### src/logic/fifo_ctl_pkg.sv
// shared constants for the dual-clock fifo control block
package fifo_ctl_pkg;
    localparam int         DW         = 36;
    localparam int         AW         = 6;
    localparam int         DEPTH      = 64;
    localparam int         PW         = AW + 1;
    localparam logic [6:0] FULL_CNT   = 7'h40;
    localparam logic [6:0] HALF_CNT   = 7'h20;
    localparam logic [7:0] AE_OFS_RST = 8'h10;
    localparam logic [7:0] AF_OFS_RST = 8'h10;
    localparam logic [2:0] WIDTH_RST  = 3'h7;
    // word index on the wishbone bus (byte address = 4 * index)
    localparam logic [1:0] REG_AE     = 2'h0;
    localparam logic [1:0] REG_AF     = 2'h1;
    localparam logic [1:0] REG_STAT   = 2'h2;
    // status word fields
    localparam int         ST_EMPTY   = 0;
    localparam int         ST_FULL    = 1;
    localparam int         ST_AE      = 2;
    localparam int         ST_AF      = 3;
    localparam int         ST_HALF    = 4;
    localparam int         ST_CNT     = 8;
    localparam int         ST_WIDTH   = 16;

    // lane mask for the selected word width: x9 x12 x16 x18 x20 x24 x32 x36
    function automatic logic [35:0] width_mask(input logic [2:0] sel);
        case (sel)
            3'h0:    width_mask = 36'h0_0000_01ff;
            3'h1:    width_mask = 36'h0_0000_0fff;
            3'h2:    width_mask = 36'h0_0000_ffff;
            3'h3:    width_mask = 36'h0_0003_ffff;
            3'h4:    width_mask = 36'h0_000f_ffff;
            3'h5:    width_mask = 36'h0_00ff_ffff;
            3'h6:    width_mask = 36'h0_ffff_ffff;
            default: width_mask = 36'hf_ffff_ffff;
        endcase
    endfunction
endpackage

### src/logic/dual_clock_fifo_control.sv
// dual-clock fifo control: flags, config load, replay, clears, mailbox
//
// Local design decisions: the placing of the registers and the Wishbone slave port.
`timescale 1ns/1ns
module dual_clock_fifo_control (
    input  wire logic        clk_i,
    input  wire logic        rst_i,
    input  wire logic        write_clk_i,
    input  wire logic        read_clk_i,
    input  wire logic        serial_clk_i,
    input  wire logic        serial_data_i,
    input  wire logic        serial_program_enable_i,
    input  wire logic        write_en_i,
    input  wire logic        read_en_i,
    input  wire logic        config_select_n_i,
    input  wire logic        replay_request_i,
    input  wire logic        mark_i,
    input  wire logic        mailbox_bypass_i,
    input  wire logic        master_clear_n_i,
    input  wire logic        partial_clear_n_i,
    input  wire logic [2:0]  word_width_select_i,
    input  wire logic [35:0] data_i,
    output logic      [35:0] data_o,
    output logic             output_valid_n_o,
    output logic             empty_flag_n_o,
    output logic             full_flag_n_o,
    output logic             almost_empty_flag_n_o,
    output logic             almost_full_flag_n_o,
    output logic             half_level_flag_n_o,
    input  wire logic        wb_cyc_i,
    input  wire logic        wb_stb_i,
    input  wire logic        wb_we_i,
    input  wire logic [3:0]  wb_adr_i,
    input  wire logic [3:0]  wb_sel_i,
    input  wire logic [31:0] wb_dat_i,
    output logic      [31:0] wb_dat_o,
    output logic             wb_ack_o
);
    localparam int SW = 52;
    localparam int PW = fifo_ctl_pkg::PW;
    // idle pin levels after reset: clears and config select inactive, so a blank
    // synchroniser never fakes a master clear that would latch a zero width code
    localparam logic [SW-1:0] SYNC_IDLE = 52'h0_0000_0000_008c;

    logic [SW-1:0] s1_r;
    logic [SW-1:0] s2_r;
    logic [35:0]   d_s;
    logic [2:0]    ws_s;
    logic          wclk_s, rclk_s, sclk_s, wen_s, ren_s, cfg_n_s, mark_s;
    logic          rpl_s, mbox_s, mrs_n_s, prs_n_s, si_s, sen_s;
    logic          wclk_d_r, rclk_d_r, sclk_d_r, rpl_d_r;
    logic          wr_edge, rd_edge, sc_edge, rpl_rise, clr;

    // every link pin passes two flops, the wishbone pins none; edges are found on the second stage only
    always_ff @(posedge clk_i)
    begin
        if (rst_i)
        begin
            s1_r     <= SYNC_IDLE;
            s2_r     <= SYNC_IDLE;
            wclk_d_r <= 1'b0;
            rclk_d_r <= 1'b0;
            sclk_d_r <= 1'b0;
            rpl_d_r  <= 1'b0;
        end
        else
        begin
            s1_r     <= {data_i, word_width_select_i, write_clk_i, read_clk_i, serial_clk_i,
                         write_en_i, read_en_i, config_select_n_i, mark_i, replay_request_i,
                         mailbox_bypass_i, master_clear_n_i, partial_clear_n_i, serial_data_i,
                         serial_program_enable_i};
            s2_r     <= s1_r;
            wclk_d_r <= wclk_s;
            rclk_d_r <= rclk_s;
            sclk_d_r <= sclk_s;
            rpl_d_r  <= rpl_s;
        end
    end

    assign {d_s, ws_s, wclk_s, rclk_s, sclk_s, wen_s, ren_s, cfg_n_s, mark_s, rpl_s,
            mbox_s, mrs_n_s, prs_n_s, si_s, sen_s} = s2_r;
    // data and strobes share the same sync delay, so they stay aligned
    assign wr_edge  = wclk_s & ~wclk_d_r;
    assign rd_edge  = rclk_s & ~rclk_d_r;
    assign sc_edge  = sclk_s & ~sclk_d_r;
    assign rpl_rise = rpl_s & ~rpl_d_r;
    assign clr      = ~mrs_n_s | ~prs_n_s;

    logic [35:0]   mem [fifo_ctl_pkg::DEPTH];
    logic [PW-1:0] wptr_r, wptr_nxt, rptr_r, rptr_nxt, mark_r, mark_nxt, cnt, cnt_nxt;
    logic [7:0]    ae_ofs_r, ae_ofs_nxt, af_ofs_r, af_ofs_nxt;
    logic [2:0]    width_r, width_nxt;
    logic [35:0]   mbox_r, mbox_nxt, q_r, q_nxt, mask;
    logic          wsel_r, wsel_nxt, rsel_r, rsel_nxt, qv_n_r, qv_n_nxt;
    logic          empty_n_r, empty_n_nxt, full_n_r, full_n_nxt, ae_n_r, ae_n_nxt;
    logic          af_n_r, af_n_nxt, half_n_r, half_n_nxt, ack_r, ack_nxt, mem_we;
    logic [31:0]   dat_r, dat_nxt;
    logic [8:0]    af_sum;
    logic          wb_wr;

    assign cnt   = wptr_r - rptr_r;
    assign mask  = fifo_ctl_pkg::width_mask(width_r);
    assign wb_wr = wb_cyc_i & wb_stb_i & wb_we_i & ack_r & wb_sel_i[0];

    // next-state for pointers, config, output register and flags
    always_comb
    begin
        wptr_nxt    = wptr_r;
        rptr_nxt    = rptr_r;
        mark_nxt    = mark_r;
        ae_ofs_nxt  = ae_ofs_r;
        af_ofs_nxt  = af_ofs_r;
        width_nxt   = width_r;
        mbox_nxt    = mbox_r;
        q_nxt       = q_r;
        wsel_nxt    = wsel_r;
        rsel_nxt    = rsel_r;
        qv_n_nxt    = qv_n_r;
        empty_n_nxt = empty_n_r;
        full_n_nxt  = full_n_r;
        ae_n_nxt    = ae_n_r;
        af_n_nxt    = af_n_r;
        half_n_nxt  = half_n_r;
        mem_we      = 1'b0;
        cnt_nxt     = cnt;
        af_sum      = '0;
        if (clr)
        begin
            wptr_nxt    = '0;
            rptr_nxt    = '0;
            mark_nxt    = '0;
            q_nxt       = '0;
            qv_n_nxt    = 1'b1;
            wsel_nxt    = 1'b0;
            rsel_nxt    = 1'b0;
            empty_n_nxt = 1'b0;
            ae_n_nxt    = 1'b0;
            full_n_nxt  = 1'b1;
            af_n_nxt    = 1'b1;
            half_n_nxt  = 1'b1;
            if (!mrs_n_s)
            begin
                ae_ofs_nxt = fifo_ctl_pkg::AE_OFS_RST;
                af_ofs_nxt = fifo_ctl_pkg::AF_OFS_RST;
                width_nxt  = ws_s;
                mbox_nxt   = '0;
            end
        end
        else
        begin
            // software may retune offsets; it shares them with the pin paths
            if (wb_wr && wb_adr_i[3:2] == fifo_ctl_pkg::REG_AE)
                ae_ofs_nxt = wb_dat_i[7:0];
            if (wb_wr && wb_adr_i[3:2] == fifo_ctl_pkg::REG_AF)
                af_ofs_nxt = wb_dat_i[7:0];
            if (sen_s && sc_edge)
                {af_ofs_nxt, ae_ofs_nxt} = {af_ofs_r[6:0], ae_ofs_r, si_s};
            if (wr_edge && wen_s)
            begin
                if (mbox_s)
                    mbox_nxt = d_s & mask;
                else if (!cfg_n_s)
                begin
                    wsel_nxt = ~wsel_r;
                    if (wsel_r)
                        af_ofs_nxt = d_s[7:0];
                    else
                        ae_ofs_nxt = d_s[7:0];
                end
                else if (full_n_r)
                begin
                    mem_we   = 1'b1;
                    wptr_nxt = wptr_r + 1'b1;
                end
            end
            if (rd_edge)
            begin
                qv_n_nxt = 1'b1;
                if (mark_s)
                    // anchor before the read moves it
                    mark_nxt = rptr_r;
                if (ren_s)
                begin
                    if (mbox_s)
                    begin
                        q_nxt    = mbox_r;
                        qv_n_nxt = 1'b0;
                    end
                    else if (!cfg_n_s)
                    begin
                        rsel_nxt = ~rsel_r;
                        q_nxt    = {28'h0, rsel_r ? af_ofs_r : ae_ofs_r};
                        qv_n_nxt = 1'b0;
                    end
                    else if (empty_n_r)
                    begin
                        q_nxt    = mem[rptr_r[fifo_ctl_pkg::AW-1:0]] & mask;
                        rptr_nxt = rptr_r + 1'b1;
                        qv_n_nxt = 1'b0;
                    end
                end
            end
            // replay wins over a read in the same cycle
            if (rpl_rise)
                rptr_nxt = mark_r;
            // flags come from the pointer difference after this cycle
            cnt_nxt = wptr_nxt - rptr_nxt;
            af_sum  = {2'b00, cnt_nxt} + {1'b0, af_ofs_nxt};
            if (rd_edge)
            begin
                empty_n_nxt = cnt_nxt != '0;
                ae_n_nxt    = {1'b0, cnt_nxt} > ae_ofs_nxt;
            end
            if (wr_edge)
            begin
                full_n_nxt = cnt_nxt != fifo_ctl_pkg::FULL_CNT;
                af_n_nxt   = af_sum < {2'b00, fifo_ctl_pkg::FULL_CNT};
                half_n_nxt = cnt_nxt < fifo_ctl_pkg::HALF_CNT;
            end
        end
        if (clr)
        begin
            cnt_nxt = '0;
            af_sum  = '0;
        end
    end

    // wishbone answer one cycle after the request; unmapped reads give zero
    always_comb
    begin
        ack_nxt = wb_cyc_i & wb_stb_i & ~ack_r;
        dat_nxt = '0;
        case (wb_adr_i[3:2])
            fifo_ctl_pkg::REG_AE:   dat_nxt[7:0] = ae_ofs_r;
            fifo_ctl_pkg::REG_AF:   dat_nxt[7:0] = af_ofs_r;
            fifo_ctl_pkg::REG_STAT:
            begin
                dat_nxt[fifo_ctl_pkg::ST_EMPTY]                    = empty_n_r;
                dat_nxt[fifo_ctl_pkg::ST_FULL]                     = full_n_r;
                dat_nxt[fifo_ctl_pkg::ST_AE]                       = ae_n_r;
                dat_nxt[fifo_ctl_pkg::ST_AF]                       = af_n_r;
                dat_nxt[fifo_ctl_pkg::ST_HALF]                     = half_n_r;
                dat_nxt[fifo_ctl_pkg::ST_CNT+:PW]                  = cnt;
                dat_nxt[fifo_ctl_pkg::ST_WIDTH+:3]                 = width_r;
            end
            default:                dat_nxt = '0;
        endcase
    end

    // state registers; storage has no reset, its content is unreadable until written
    always_ff @(posedge clk_i)
    begin
        if (mem_we)
            mem[wptr_r[fifo_ctl_pkg::AW-1:0]] <= d_s & mask;
        if (rst_i)
        begin
            wptr_r    <= '0;
            rptr_r    <= '0;
            mark_r    <= '0;
            ae_ofs_r  <= fifo_ctl_pkg::AE_OFS_RST;
            af_ofs_r  <= fifo_ctl_pkg::AF_OFS_RST;
            width_r   <= fifo_ctl_pkg::WIDTH_RST;
            mbox_r    <= '0;
            q_r       <= '0;
            wsel_r    <= 1'b0;
            rsel_r    <= 1'b0;
            qv_n_r    <= 1'b1;
            empty_n_r <= 1'b0;
            full_n_r  <= 1'b1;
            ae_n_r    <= 1'b0;
            af_n_r    <= 1'b1;
            half_n_r  <= 1'b1;
            ack_r     <= 1'b0;
            dat_r     <= '0;
        end
        else
        begin
            wptr_r    <= wptr_nxt;
            rptr_r    <= rptr_nxt;
            mark_r    <= mark_nxt;
            ae_ofs_r  <= ae_ofs_nxt;
            af_ofs_r  <= af_ofs_nxt;
            width_r   <= width_nxt;
            mbox_r    <= mbox_nxt;
            q_r       <= q_nxt;
            wsel_r    <= wsel_nxt;
            rsel_r    <= rsel_nxt;
            qv_n_r    <= qv_n_nxt;
            empty_n_r <= empty_n_nxt;
            full_n_r  <= full_n_nxt;
            ae_n_r    <= ae_n_nxt;
            af_n_r    <= af_n_nxt;
            half_n_r  <= half_n_nxt;
            ack_r     <= ack_nxt;
            dat_r     <= dat_nxt;
        end
    end

    assign data_o                = q_r;
    assign output_valid_n_o      = qv_n_r;
    assign empty_flag_n_o        = empty_n_r;
    assign full_flag_n_o         = full_n_r;
    assign almost_empty_flag_n_o = ae_n_r;
    assign almost_full_flag_n_o  = af_n_r;
    assign half_level_flag_n_o   = half_n_r;
    assign wb_dat_o              = dat_r;
    assign wb_ack_o              = ack_r;
endmodule // dual_clock_fifo_control

### config.mk
export PLATFORM = sky130hd
export DESIGN_NAME = dual_clock_fifo_control
export DESIGN_NICKNAME = d
export VERILOG_FILES = /design/src/logic/fifo_ctl_pkg.sv /design/src/logic/dual_clock_fifo_control.sv
export SDC_FILE = /design/constraint.sdc
export NUM_CORES = 2
export LEC_CHECK = 0
export ABC_AREA = 0
export BUFFER_PORTS_ARGS = -buffer_cell sky130_fd_sc_hd__buf_2
export CAP_MARGIN = 10
export CORE_MARGIN = 3
export CORE_UTILIZATION = 35
export DETAILED_ROUTE_END_ITERATION = 6
export GPL_TIMING_DRIVEN = 0
export SLEW_MARGIN = 20
export SYNTH_ARGS = -nofsm -noshare
export SYNTH_HDL_FRONTEND = slang
export SYNTH_SLANG_ARGS = --single-unit
### constraint.sdc
create_clock -name clk_i -period 4.9 [get_ports clk_i]
set_input_delay 0 -clock clk_i [delete_from_list [all_inputs] [get_ports clk_i]]
set_output_delay 0 -clock clk_i [all_outputs]
set_load 0.03 [all_outputs]
# --- Yosys cells after proc, flatten, opt, wreduce, memory -nomap -nowiden ---
# Memory sizes are Yosys's and may differ from the RTL's. A register that Yosys moved wholly into a read port is not among the register bits.
# Index checks and enable logic that the tools add are counted.
# Widths: inputs -> output; s select.
totals:
  input_bits: 97
  ramBits: 2304
  n_memories: 1
  latchBits: 0
  rom_bits: 0
  out_inout_bits: 75
  regBits: 261
  word_cells: 139
op_classes:
  n_eq_ne: 11
  n_shift: 0
  n_lt_le_gt_ge: 3
  mux: 52
  reduce_logical: 17
  bitwise_logic: 24
  div_mod_pow: 0
  multipliers: 0
  addsub: 5
memory_table:
  columns: ["name", "words", "width", "rd", "rd_ports_with_merged_regs", "wr", "line_no", "text"]
  rows:
  - ["mem", 64, 36, 1, 1, 1, "dual_clock_fifo_control.sv:89", "logic [35:0] mem [fifo_ctl_pkg::DEPTH];"]
ops:
  columns: ["operator", "count"]
  rows:
  - ["$mux 36", 7]
  - ["$pmux 36 s7", 1]
  - ["$mux 8", 18]
  - ["$mux 7", 12]
  - ["$and 36x36->36", 2]
  - ["$pmux 5 s3", 1]
  - ["$add 7x1->7 const B", 2]
  - ["$sub 7x7->7", 2]
  - ["$not 1->1", 12]
  - ["$mux 1", 11]
  - ["$add 7x8->9", 1]
  - ["$and 1x1->1", 9]
  - ["$eq 3x3->1 const B", 3]
  - ["$lt 9x7->1 const B", 1]
  - ["$reduce_and 3->1", 3]
  - ["$gt 7x8->1", 1]
  - ["$lt 7x6->1 const B", 1]
  - ["$ne 7x7->1 const B", 1]
  - ["$reduce_bool 7->1", 1]
  - ["$eq 3x2->1 const B", 2]
  - ["$mux 6", 1]
  - ["$pmux 3 s2", 1]
  - ["$logic_and 1x1->1", 4]
  - ["$reduce_and 2->1", 2]
  - ["11 further kinds", 13]

# --- Depth between registers and ports, before layout ---
logic_depth:
  word_depth: 14
  mapped_depth: 19
  ltp_nobuf: 17

# --- Least setup slack after synthesis ---
# OpenSTA, ideal clock, no wires.
synth_timing:
  kind: "register to register"
  from: "reg rptr_r[1]"
  to: "reg af_n_r (netlist: almost_full_flag_n_o)"
  arrival_time_ns: 4.027
  n_path_buf: 4
  path_stages_with_launch: 18
  required_time_ns: 4.830
  period_less_slack_ns: 4.097
  setup_time_ns: 0.070
  setup_slack_ns: 0.803
  path_cell_list: "dfxtp_1 -> buf_2 -> buf_2 -> buf_2 -> clkbuf_1 -> mux2i_1 -> nor2_1 -> a21oi_1 -> fa_1 -> a21o_1 -> a21oi_1 -> o21ai_0 -> xnor3_1 -> ha_1 -> or4_1 -> a21oi_1 -> a221oi_1 -> a21oi_1"
synth_between:
  elab_chain_len: 11
synth_rtl:
  columns: ["element", "line_no", "text"]
  rows:
  - ["start: declaration", "dual_clock_fifo_control.sv:90", "logic [PW-1:0] wptr_r, wptr_nxt, rptr_r, rptr_nxt, mark_r, mark_nxt, cnt, cnt_nxt;"]
  - ["start signal: assignment", "dual_clock_fifo_control.sv:279", "rptr_r <= rptr_nxt;"]
  - ["$add 7x1->7", "dual_clock_fifo_control.sv:198", "rptr_nxt = rptr_r + 1'b1;"]
  - ["$mux 7", "dual_clock_fifo_control.sv:195", "else if (empty_n_r)"]
  - ["$mux 7", "dual_clock_fifo_control.sv:189", "else if (!cfg_n_s)"]
  - ["$mux 7", "dual_clock_fifo_control.sv:184", "if (mbox_s)"]
  - ["$mux 7", "dual_clock_fifo_control.sv:182", "if (ren_s)"]
  - ["$mux 7 *", "dual_clock_fifo_control.sv:176", "if (rd_edge)"]
  - ["$mux 7 *", "dual_clock_fifo_control.sv:204", "if (rpl_rise)"]
  - ["$mux 7 *", "dual_clock_fifo_control.sv:127", "if (clr)"]
  - ["$sub 7x7->7 *", "dual_clock_fifo_control.sv:207", "cnt_nxt = wptr_nxt - rptr_nxt;"]
  - ["$add 7x8->9 *", "dual_clock_fifo_control.sv:208", "af_sum = {2'b00, cnt_nxt} + {1'b0, af_ofs_nxt};"]
  - ["$lt 9x7->1 *", "dual_clock_fifo_control.sv:217", "af_n_nxt = af_sum < {2'b00, fifo_ctl_pkg::FULL_CNT};"]
  - ["end signal: assignment", "dual_clock_fifo_control.sv:292", "af_n_r <= af_n_nxt;"]
  - ["end: declaration", "dual_clock_fifo_control.sv:96", "logic af_n_r, af_n_nxt, half_n_r, half_n_nxt, ack_r, ack_nxt, mem_we;"]
# Mark *: on every way between the ends. The rest lies on a longest branch, timed or not. The select of a mux whose other input is x is not followed.
# A chain may end at the register's enable or synchronous reset.

# --- Worst setup path after layout ---
layout_timing:
  from: "reg rptr_r[2]"
  to: "reg af_n_r (netlist: almost_full_flag_n_o)"
# The elaborated chain is that of the path after synthesis.

==> results.json <==
{
  "start_util_pct": 35.2,
  "grt_use_total_pct": 21.9,
  "numPortBuffers": 127,
  "power_density_nw_per_um2": 375,
  "syn-mean-instance-area_um2": 20.1,
  "yosysWarnings": 0,
  "post-place-ws_ps": -1020,
  "vias_per_cell": 5.77,
  "firstDrtPassIters": 7,
  "ff2ff_path_depth": 17,
  "async_flop_share_pct": 0,
  "clk_latency_ps": 900,
  "cts_tree": "done",
  "max-slew-margin-rel_pct": 12.0,
  "p_sw_share_pct": 20.8,
  "pwr-share-seq_pct": 54.4,
  "p_int_w": 0.0345,
  "skew_ps": 58.4,
  "first_global_vias": 53200,
  "critPathKind": "reg -> reg",
  "setup_viol": 0,
  "crit_required_ps": 5690,
  "path_max_fanout": 19,
  "ir_drop_v": 0.000381,
  "final_common_cell": "edfxtp_1",
  "finalMaxSlewViolations": 0,
  "via_count": 54500,
  "rsz0062_at_grt": "no",
  "cp_slowest_cell": "or4_1",
  "p_comb_share_pct": 2.7,
  "grt_antenna_before_repair": 15,
  "pin_count": 172,
  "clock-root-buffer": "clkbuf_16",
  "first_iter_violations": 8358,
  "max_freq_mhz": 211,
  "drtAntennaViolNets": 0,
  "min_path_type": "in -> reg",
  "crit_path_start": "rptr_r[2]$_SDFF_PP0_",
  "synth-main-ff-cell": "edfxtp_1",
  "cts_max_level": 4,
  "reg2reg_from": "rptr_r[2]$_SDFF_PP0_",
  "final_hold_viol_count": 0,
  "p_total_w": 0.0436,
  "synthCells": 4856,
  "hold_ws_ps": 360,
  "layout_setup_ws_ps": 166,
  "violations": "design-rule violations",
  "die-height_um": 534,
  "rows": 193,
  "min_period_ps": 4730,
  "fin_crit_sh_pct": 96.6,
  "maxCapViolCount": 0,
  "num-nets-final": 5659,
  "max_stage_delay_ps": 510,
  "whs_path_depth": 4,
  "yosysUniqueCellTypes": 74,
  "synth.cell_area_um2": 97400,
  "die_x_um": 534,
  "die_area_um2": 285000,
  "grt_max_degree": 66,
  "layout_common_cells": "edfxtp_1, mux4_2, clkbuf_16",
  "ys_seq_area_share_pct": 76.1,
  "drive_gt1_share_pct": 26.1,
  "crit_chain": "buf_2 > buf_4 > buf_6 > buf_6 > nand3_1 > xnor2_1 > mux2i_1 > buf_4 > ha_1 > a21oi_2 > o21ai_1 > xnor3_2 > ha_1 > or4_1 > a21oi_1 > a221oi_1 > a21oi_1",
  "p_clk_share_pct": 43.0,
  "tightest_slew_ps": 1320,
  "critPathCaptureType": "flop",
  "grt_pass1_wl_um": 435000,
  "place_congestion": 0.906,
  "switchingPower_w": 0.00909,
  "cts_sinks": 2551,
  "worst_setup_path_start_kind": "flop",
  "yosys_register_bits": 2551,
  "final_util_pct": 42.1,
  "path_clk_slew_ps": 70,
  "drc": 1,
  "grt_overflow": 0,
  "drt-wirelength-per-cell_um": 33.5,
  "arrival_ps": 5520,
  "clock_path_buffers": 3,
  "fin_tns_setup_ps": 0,
  "synth_edf_count": 2304,
  "status": "finished, violations left",
  "cts_buffers": 238,
  "post-dp-hpwl_um": 216000,
  "core-area_um2": 277000,
  "syn_to_final_growth_pct": 19.6,
  "hp-start": "rst_i",
  "drt-total-wl_um": 317000,
  "leakagePower_nw": 37.5
}
[kinds of logic after synthesis]
family / synth area share [%]
flip-flops: 76.1
multiplexers: 14.3
AND/OR/NAND/NOR: 3.28
AO/OA/AOI/OAI: 4.09
buffers and inverters: 1.70
adder cells (fa/ha/maj): 0.388
XOR/XNOR: 0.176
other: 0.00385
[critical path: cells and delay by family (launching register included)]
kind                     cells  cell delay [ps]
multiplexers                 1              110
flip-flops                   1              330
buffers and inverters        5             1510
AO/OA/AOI/OAI                5              750
XOR/XNOR                     2              560
adder cells (fa/ha/maj)      2              660
AND/OR/NAND/NOR              2              660
[flip-flops by register name, summed over array words and instances (netlist names), 3 cells and up]
register  cells
ae_ofs_r      8
af_ofs_r      8
data_o       36
mark_r        7
mbox_r       36
mem        2304
rptr_r        7
s1_r         52
s2_r         52
wb_dat_o     18
width_r       3
wptr_r        7
[power groups by stage]
stage	Sequential, W	Clock [W]	Combinational [W]
5_1_grt	0.0237	0.0198	0.00122
4_1_cts	0.0237	0.0189	0.00115
3_5_place_dp	0.0242	0	0.00107
3_3_place_gp	0.0243	0	0.000938
2_1_floorplan	0.0242	0	0.000549
6_report	0.0237	0.0187	0.00117
[per-layer routing]
layer  up-vias  share of wire, %  global-route usage, %
met5         -             0.012                      0
met4         6               4.6                   8.61
met3       654                12                   6.31
met2      3502                45                   33.0
met1     29000                38                   29.8
li1      21400                 -                      -
[final timing paths]
path                                       endpoint  slack, ps
setup reg to reg  almost_full_flag_n_o$_SDFFE_PP1P_        170
hold / removal                  s2_r[10]$_SDFF_PP0_        360
setup / recovery  almost_full_flag_n_o$_SDFFE_PP1P_        170
hold reg to reg             width_r[2]$_SDFFE_PP1P_        400
[metrics by stage]
step | area [µm²] | cells
2_1_floorplan | 97500 | 4869
6_report | 116000 | 9450
5_1_grt | 116000 | 9446
3_3_place_gp | 103000 | 8701
4_1_cts | 116000 | 9447
3_5_place_dp | 107000 | 8876
[final cells by class]
type / count / area (µm²)
clock buffers: 303 / 6440
diodes: 4 / 10.0
fillers: 24000 / 160000
well taps: 3705 / 4640
multi-input cells: 2007 / 22400
plain buffers: 279 / 1560
flip-flops and latches: 2551 / 74200
inverters: 23 / 91.3
clock inverters: 145 / 1490
repair buffers: 433 / 5640
[what timing repair did]
action	in CTS	in global routing
setup buffers	2	0
gates resized for setup	13	6
hold buffers	128	0
hold endpoints to repair	104	0
setup endpoints to repair	5	1
gates cloned	0	0
pin swaps	1	0
[synthesized netlist by cell type, types with 10 or more instances]
cell | number | area share (%)
a21oi_1 | 74 | 0.38
a211oi_1 | 53 | 0.41
buf_6 | 24 | 0.28
ha_1 | 27 | 0.35
dfxtp_1 | 247 | 5.1
a22oi_1 | 149 | 1.1
inv_1 | 20 | 0.077
nor2b_1 | 116 | 0.74
nand3_1 | 89 | 0.46
edfxtp_1 | 2304 | 71
buf_4 | 51 | 0.39
buf_1 | 18 | 0.069
a21o_1 | 11 | 0.085
mux4_2 | 526 | 12
xnor2_1 | 10 | 0.090
o21ai_0 | 72 | 0.37
o22ai_1 | 74 | 0.48
buf_2 | 71 | 0.36
nand4_1 | 19 | 0.12
a221oi_1 | 14 | 0.13
clkbuf_1 | 121 | 0.47
a22o_1 | 15 | 0.13
and2_1 | 33 | 0.21
a31o_1 | 17 | 0.15
and3_1 | 21 | 0.13
mux2_2 | 12 | 0.14
a211o_1 | 11 | 0.099
nor3_1 | 19 | 0.098
nand2_1 | 115 | 0.44
nor2_1 | 185 | 0.71
mux2i_1 | 191 | 2.0
a2111oi_0 | 29 | 0.26
Power figures use the tool's default switching activity.
